File: src/core/ssp_pkg.sv
package ssp_pkg;

  // ----------------------------------------------------------------
  // Serial word
  // ----------------------------------------------------------------
  localparam int unsigned SHIFT_WIDTH = 24;
  localparam int unsigned ADDR_WIDTH  = 2;
  localparam logic [SHIFT_WIDTH-1:0] SHIFT_RESET = 24'h000000;

  // Word targets, selected by the two low bits of a loaded word
  localparam logic [1:0] ADDR_FREQ   = 2'h0;
  localparam logic [1:0] ADDR_CONFIG = 2'h1;
  localparam logic [1:0] ADDR_PIN    = 2'h2;

  // ----------------------------------------------------------------
  // Field positions inside a loaded word
  // ----------------------------------------------------------------
  localparam int unsigned FREQ_LSB    = 2;   // 21-bit frequency word at [22:2]
  localparam int unsigned FREQ_WIDTH  = 21;
  localparam int unsigned FREQ_FAST   = 23;  // fast-settle request with the retune
  localparam int unsigned CFG_MODW    = 2;   // 1: 22-bit modulus, 0: 12-bit
  localparam int unsigned CFG_ORD_LSB = 3;   // modulator order, 3 bits
  localparam int unsigned PIN_MODE_LSB = 2;  // fast-settle pin mode, 2 bits
  localparam int unsigned PIN_PD      = 4;   // software power-down, ORed with chip enable low into power_down_o

  // ----------------------------------------------------------------
  // Reset values and limits
  // ----------------------------------------------------------------
  localparam logic [2:0] ORDER_MAX   = 3'h4;
  localparam logic [2:0] ORDER_RESET = 3'h3;
  localparam logic [20:0] FREQ_RESET = 21'h000000;

  // Serial clock limit and its sampling budget at 25 MHz
  localparam int unsigned SCLK_MAX_KHZ = 20000;
  localparam int unsigned SYS_KHZ      = 25000;
  localparam int unsigned FAST_CYCLES  = 16;

  typedef enum logic [1:0] {
    PIN_FAST  = 2'b00,
    PIN_LOW   = 2'b01,
    PIN_HIGH  = 2'b10,
    PIN_FLOAT = 2'b11
  } ssp_pin_mode_type;

  typedef enum logic [0:0] {
    MOD_12 = 1'b0,
    MOD_22 = 1'b1
  } ssp_mod_width_type;

endpackage

File: src/core/ssp_port.sv
`timescale 1ns/1ns
module ssp_port
  import ssp_pkg::*;
(
  // System
  input  wire logic        clk_sys_i,
  input  wire logic        reset_i,
  // Serial programming pins
  input  wire logic        serial_clock_i,
  input  wire logic        serial_data_i,
  input  wire logic        load_strobe_i,
  input  wire logic        chip_enable_i,
  input  wire logic        ref_buffer_enable_i,
  // Analog status from the loop
  input  wire logic        fast_settle_busy_i,
  // Working configuration
  output logic [20:0]      freq_word_o,
  output logic             freq_update_o,
  output logic             modulus_22_o,
  output logic [2:0]       mod_order_o,
  output logic             power_down_o,
  // Pins driven by the block
  output logic             ref_buffer_output_o,
  output logic             fast_settle_output_o,
  output logic             fast_settle_output_oe_n_o
);

  // ----------------------------------------------------------------
  // Pin synchronisers
  // ----------------------------------------------------------------
  logic [1:0]             sclk_sync_ff;
  logic [1:0]             sdat_sync_ff;
  logic [1:0]             load_sync_ff;
  logic [1:0]             ce_sync_ff;
  logic [1:0]             oscen_sync_ff;
  logic [1:0]             busy_sync_ff;
  logic                   sclk_prev_ff;
  logic                   load_prev_ff;

  // Two stages each; only the second stage is read by any logic
  always_ff @(posedge clk_sys_i) begin
    if (reset_i) begin
      sclk_sync_ff  <= 2'h0;
      sdat_sync_ff  <= 2'h0;
      load_sync_ff  <= 2'h0;
      ce_sync_ff    <= 2'h0;
      oscen_sync_ff <= 2'h0;
      busy_sync_ff  <= 2'h0;
      sclk_prev_ff  <= 1'b0;
      load_prev_ff  <= 1'b0;
    end else begin
      sclk_sync_ff  <= {sclk_sync_ff[0], serial_clock_i};
      sdat_sync_ff  <= {sdat_sync_ff[0], serial_data_i};
      load_sync_ff  <= {load_sync_ff[0], load_strobe_i};
      ce_sync_ff    <= {ce_sync_ff[0], chip_enable_i};
      oscen_sync_ff <= {oscen_sync_ff[0], ref_buffer_enable_i};
      busy_sync_ff  <= {busy_sync_ff[0], fast_settle_busy_i};
      sclk_prev_ff  <= sclk_sync_ff[1];
      load_prev_ff  <= load_sync_ff[1];
    end
  end

  // Edge detection works on the synchronised copies only.
  // Limitation: at 25 MHz sampling the serial clock must hold each level for
  // at least two system cycles, so the usable rate is below the pin limit.
  // serial rate bound
  // The host must stay inside both limits; the sampling bound is the tighter one.
  wire sclk_rise = sclk_sync_ff[1] & ~sclk_prev_ff;
  wire load_rise = load_sync_ff[1] & ~load_prev_ff;

  // ----------------------------------------------------------------
  // Shift register
  // ----------------------------------------------------------------
  logic [SHIFT_WIDTH-1:0] shift_ff;
  wire  [SHIFT_WIDTH-1:0] nxt_shift = {shift_ff[SHIFT_WIDTH-2:0], sdat_sync_ff[1]};

  always_ff @(posedge clk_sys_i) begin
    if (reset_i)
      shift_ff <= SHIFT_RESET;
    else if (sclk_rise)
      shift_ff <= nxt_shift;
  end

  // ----------------------------------------------------------------
  // Load decode
  // ----------------------------------------------------------------
  wire [1:0] word_addr   = shift_ff[ADDR_WIDTH-1:0];
  wire       load_freq   = load_rise & (word_addr == ADDR_FREQ);
  wire       load_cfg    = load_rise & (word_addr == ADDR_CONFIG);
  wire       load_pin    = load_rise & (word_addr == ADDR_PIN);
  wire [2:0] req_order   = shift_ff[CFG_ORD_LSB +: 3];
  // Orders above fourth are clamped rather than ignored
  wire [2:0] nxt_order   = (req_order > ORDER_MAX) ? ORDER_MAX : req_order;

  logic [20:0]      freq_ff;
  logic             freq_upd_ff;
  logic             fast_req_ff;
  logic             mod22_ff;
  logic [2:0]       order_ff;
  ssp_pin_mode_type pin_mode_ff;
  logic             sw_pd_ff;

  always_ff @(posedge clk_sys_i) begin
    if (reset_i) begin
      freq_ff     <= FREQ_RESET;
      freq_upd_ff <= 1'b0;
      fast_req_ff <= 1'b0;
    end else begin
      freq_upd_ff <= load_freq;
      // one word retunes and arms fast-settle
      if (load_freq) begin
        freq_ff     <= shift_ff[FREQ_LSB +: FREQ_WIDTH];
        fast_req_ff <= shift_ff[FREQ_FAST];
      end else if (fast_req_ff && busy_sync_ff[1] == 1'b0 && !freq_upd_ff) begin
        fast_req_ff <= 1'b0;
      end
    end
  end

  always_ff @(posedge clk_sys_i) begin
    if (reset_i) begin
      mod22_ff    <= MOD_12;
      order_ff    <= ORDER_RESET;
      pin_mode_ff <= PIN_FAST;
      sw_pd_ff    <= 1'b0;
    end else begin
      if (load_cfg) begin
        mod22_ff <= shift_ff[CFG_MODW];
        order_ff <= nxt_order;
      end
      if (load_pin) begin
        pin_mode_ff <= ssp_pin_mode_type'(shift_ff[PIN_MODE_LSB +: 2]);
        sw_pd_ff    <= shift_ff[PIN_PD];
      end
    end
  end

  // ----------------------------------------------------------------
  // Pin outputs
  // ----------------------------------------------------------------
  // chip enable low powers down
  wire nxt_pd     = ~ce_sync_ff[1] | sw_pd_ff;
  wire nxt_refbuf = oscen_sync_ff[1] | ~nxt_pd;
  wire nxt_fs_out = (pin_mode_ff == PIN_HIGH) |
                    ((pin_mode_ff == PIN_FAST) & fast_req_ff);
  wire nxt_fs_oen = (pin_mode_ff == PIN_FLOAT);

  // Registered so every pin comes straight from a flip-flop
  always_ff @(posedge clk_sys_i) begin
    if (reset_i) begin
      power_down_o              <= 1'b1;
      ref_buffer_output_o       <= 1'b0;
      fast_settle_output_o      <= 1'b0;
      fast_settle_output_oe_n_o <= 1'b0;
    end else begin
      power_down_o              <= nxt_pd;
      ref_buffer_output_o       <= nxt_refbuf;
      fast_settle_output_o      <= nxt_fs_out;
      fast_settle_output_oe_n_o <= nxt_fs_oen;
    end
  end

  assign freq_word_o   = freq_ff;
  assign freq_update_o = freq_upd_ff;
  assign modulus_22_o  = mod22_ff;
  assign mod_order_o   = order_ff;

  // ----------------------------------------------------------------
  // Checks
  // ----------------------------------------------------------------
  shift_in_a: assert property (@(posedge clk_sys_i) disable iff (reset_i)
    sclk_rise |=> shift_ff[0] == $past(sdat_sync_ff[1]))
    else $error("shift register missed a serial bit");

  load_word_a: assert property (@(posedge clk_sys_i) disable iff (reset_i)
    load_freq |=> freq_ff == $past(shift_ff[FREQ_LSB +: FREQ_WIDTH]) && freq_update_o)
    else $error("frequency word not latched on strobe");

  ce_down_a: assert property (@(posedge clk_sys_i) disable iff (reset_i)
    !ce_sync_ff[1] |=> power_down_o)
    else $error("chip enable low did not power down");

  ref_on_a: assert property (@(posedge clk_sys_i) disable iff (reset_i)
    oscen_sync_ff[1] |=> ref_buffer_output_o)
    else $error("reference buffer not forced on");

  pin_float_a: assert property (@(posedge clk_sys_i) disable iff (reset_i)
    pin_mode_ff == PIN_FLOAT |=> fast_settle_output_oe_n_o)
    else $error("fast-settle pin driven in float mode");

  single_word_a: assert property (@(posedge clk_sys_i) disable iff (reset_i)
    load_freq && shift_ff[FREQ_FAST] && pin_mode_ff == PIN_FAST
      |=> ##1 fast_settle_output_o)
    else $error("single word did not start fast-settle");

  mod_width_a: assert property (@(posedge clk_sys_i) disable iff (reset_i)
    load_cfg |=> modulus_22_o == $past(shift_ff[CFG_MODW]))
    else $error("modulus width not taken");

  order_max_a: assert property (@(posedge clk_sys_i) disable iff (reset_i)
    mod_order_o <= ORDER_MAX)
    else $error("modulator order above fourth");

  upd_pulse_a: assert property (@(posedge clk_sys_i) disable iff (reset_i)
    freq_update_o |=> !freq_update_o)
    else $error("frequency update pulse longer than one cycle");

  pin_low_a: assert property (@(posedge clk_sys_i) disable iff (reset_i)
    pin_mode_ff == PIN_LOW |=> !fast_settle_output_o && !fast_settle_output_oe_n_o)
    else $error("fast-settle pin not driven low in low mode");

endmodule // ssp_port

File: config.mk
export PLATFORM = sky130hd
export DESIGN_NAME = ssp_port
export DESIGN_NICKNAME = d
export VERILOG_FILES = /design/src/core/ssp_pkg.sv /design/src/core/ssp_port.sv
export SDC_FILE = /design/constraint.sdc
export NUM_CORES = 1
export LEC_CHECK = 0
export BUFFER_PORTS_ARGS = -buffer_cell sky130_fd_sc_hd__buf_4
export CAP_MARGIN = 30
export CORE_AREA = 2 2 77 79
export CTS_CLUSTER_DIAMETER = 30
export DETAILED_ROUTE_END_ITERATION = 8
export DIE_AREA = 0 0 79 81
export MAX_ROUTING_LAYER = met4
export REMOVE_ABC_BUFFERS = 1
export SYNTH_ARGS = -nofsm -noshare
export SYNTH_HDL_FRONTEND = slang
export SYNTH_SLANG_ARGS = --single-unit
File: constraint.sdc
create_clock -name clk_sys_i -period 2.3 [get_ports clk_sys_i]
set_clock_uncertainty 0.2 [all_clocks]
set_input_delay 0.46 -clock clk_sys_i [delete_from_list [all_inputs] [get_ports clk_sys_i]]
set_output_delay 0.46 -clock clk_sys_i [all_outputs]
set_load 0.05 [all_outputs]
==> summary.md <==
| Metric | Value |
|---|---|
| CP arrival | 1680 ps |
| Switching share of power | 21.4% |
| Critical Path RT | 2300 ps |
| Sw Pwr | 479 uW |
| Clock network fraction of total power | 40.2% |
| Slew @ Worst Pin | 491 ps |
| Residual DRC count | 0 |
| Yosys warning count | 0 |
| Routed len/inst | 11.0 um |
| Iteration count of the initial detailed-routing pass | 4 |
| FMAX | 0.594 GHz |
| CTS sink cnt | 72 |
| CP max stage delay | 530 ps |
| Kind of critical path | reg -> reg |
| Maximum VDD drop | 0.468 mV |
| Min Tclk post-route | 1680 ps |
| MaxCap Viol Count | 0 |
| P_leak | 1.08 nW |
| Diodes inserted | 0 |
| # nets final | 313 |
| Top Ports | 38 |
| CP endpoint kind | flop |
| Hold buffers post-CTS | 0 |
| Worst Hold Class | in -> reg |
| Max_slew headroom | 67.3% |
| GP Congestion | 0.680 |
| Setup TNS | 0 ps |
| Vias | 1773 |
| Die Footprint | 0.00640 mm^2 |
| Initial DRC count | 78 |
| Seq pwr share | 56.5% |
| Layout cells sized above 1 | 19.0% |
| Outcome | completed |
| Comb power frac | 3.3% |
| Post-synthesis register bit count | 72 |
| FP Rows | 28 |
| Cells along the critical path | or4b_1, buf_4, o211ai_1, a21oi_1 |
| Mapped Cells | 272 |
| RSZ-0062 raised after global routing | false |
| Final Hold Fails | 0 |
| Slowest cell on crit path | or4b_1 |
| Post-place setup slack | 628 ps |
| Root Buffer | clkbuf_8 |
| Reg clk slew, reported paths | 70 ps |
| Post-route cell area | 0.00291 mm^2 |
| Post-Syn Area per Cell | 8.83 um^2 |
| PortBufs | 37 |
| Setup Fix Bufs, Post-CTS | 0 |
| Crit path launch type | flop |
| Die Y | 81 um |
| Starting density of the core | 42.3% |
| Mapped cell area | 0.00240 mm^2 |
| Clock Tree Buf Depth | 2 |
| First-pass GRT wire length | 7.05 mm |
| Area grow syn2layout | 21.1% |
| Distinct cells, synth | 21 |
| Remaining global-route overflow | 0 |
| Max-slew violation count | 0 |
| Core area | 0.00568 mm^2 |
| H-Tree Depth | 3 |
| Detailed Place HPWL | 2.52 mm |
| Internal power | 1.76 mW |
| Post-DP Area | 0.00273 mm^2 |
| Clk_lat worst skew | 330 ps |
| Via density per instance | 4.61 |
| TritonCTS Buffers | 9 |
| Register area share after synthesis | 60.0% |
| Post-CTS resize count | 0 |
| Vias in the first global route | 1549 |
| Largest net degree at the start of global routing | 51 |
| Routed WL | 4.25 mm |
| Power per cell area | 768 mW/mm^2 |
| Part of the cycle the worst path needs | 73.1% |
| Final setup viols | 0 |
| Global Route Usage Sum | 14.9% |
| Crit-path max FO | 23 |
| Final setup margin | 618 ps |
| CTS tree | yes |
| Tot Pwr | 2.24 mW |
| Initial antenna violation count | 0 |
| Post-DRT Antenna Nets | 0 |
| Die Width | 79 um |
## metal layers
layer	GRT usage, %	vias up	routed length [um]
met3	6.67	4	174
met4	6.21	0	62
met1	17.8	800	2010
met2	22.0	30	2000
met5	-	-	0
li1	-	939	-
## flip-flops by register name, summed over array words and instances, names as in the netlist, 2 cells and up
| register | cells |
|---|---|
| sdat_sync_ff | 2 |
| oscen_sync_ff | 2 |
| busy_sync_ff | 2 |
| shift_ff | 24 |
| freq_word_o | 21 |
| load_sync_ff | 2 |
| sclk_sync_ff | 2 |
| ce_sync_ff | 2 |
| pin_mode_ff | 2 |
| mod_order_o | 3 |
## synthesized netlist by cell type
library cell	count	area [um^2]
a21oi_1	46	230
buf_6	2	22.5
nand2_1	92	345
or4b_1	1	10.0
dfxtp_1	72	1440
o211ai_1	1	7.51
nor3b_1	2	15.0
o21ai_0	1	5.00
nor2b_1	15	93.8
nor3_1	1	5.00
inv_1	1	3.75
nand4bb_1	1	11.3
and4bb_1	1	12.5
mux2i_1	5	50.1
nor2_1	8	30.0
buf_2	3	15.0
or3b_2	1	8.76
a211o_1	2	17.5
clkbuf_1	15	56.3
nor4b_2	1	15.0
nand2b_1	1	6.26
## power groups by stage
stage | combinational [mW] | clock [mW] | sequential (mW)
after floorplan | 0.0233 | 0 | 1.30
after global placement | 0.0742 | 0 | 1.29
after detailed placement | 0.0743 | 0 | 1.29
after CTS | 0.0745 | 0.929 | 1.26
after global routing | 0.0814 | 0.987 | 1.26
final | 0.0732 | 0.900 | 1.26
## metrics by stage
stage | hold WS [ps] | util (%) | std cells
floorplan | 211 | - | 252
global placement | 218 | 48.0 | 369
detailed placement | 221 | 48.0 | 369
CTS | 124 | 51.3 | 385
global route | 111 | 51.3 | 385
finish | 134 | 51.3 | 385
## cell usage in the layout (no fill, tap or decap), drive strengths merged
cell,count
buf,42
nor2,8
nor2b,15
and4bb,1
o21ai,1
mux2i,5
nor4b,1
a21oi,46
a211o,2
o211ai,1
nor3,1
nand4bb,1
inv,1
or3b,1
nor3b,2
nand2,92
clkbuf,13
or4b,1
dfxtp,72
clkinv,3
nand2b,1
## kinds of logic (layout without fill, tap and decap cells)
family / count (synthesis) / after routing / share of synthesized area, %
DFF: 72 / 72 / 60.0
AOI/OAI and AO/OA: 50 / 50 / 10.8
buffers and inverters: 21 / 59 / 4.06
muxes: 5 / 5 / 2.08
and+or+nand+nor: 124 / 124 / 23.0
## critical path, delay by kind of cell, from the launching register on
kind | cells | cell delay [ps]
and+or+nand+nor | 1 | 530
buffers and inverters | 1 | 230
AOI/OAI and AO/OA | 2 | 220
DFF | 1 | 370
## area by class of cell
cell class	count	area [um^2]
sequential	72	1440
clock buffer	13	169
tap	75	93.8
multi-input combinational	179	872
clock inverter	3	15.0
timing repair buffer	42	315
inverter	1	3.75
fill	557	2770
## worst paths after layout
| kind | from | endpoint | slack, ps | cells after the start |
|---|---|---|---|---|
| hold reg to reg | sdat_sync_ff[0] | sdat_sync_ff[1] | 240 | 1 |
| hold / removal | fast_settle_busy_i | busy_sync_ff[0] | 130 | 2 |
| setup / recovery | shift_ff[0] | fast_req_ff | 620 | 4 |
| setup reg to reg | shift_ff[0] | fast_req_ff | 620 | 4 |
Power figures use the tool's default switching activity.
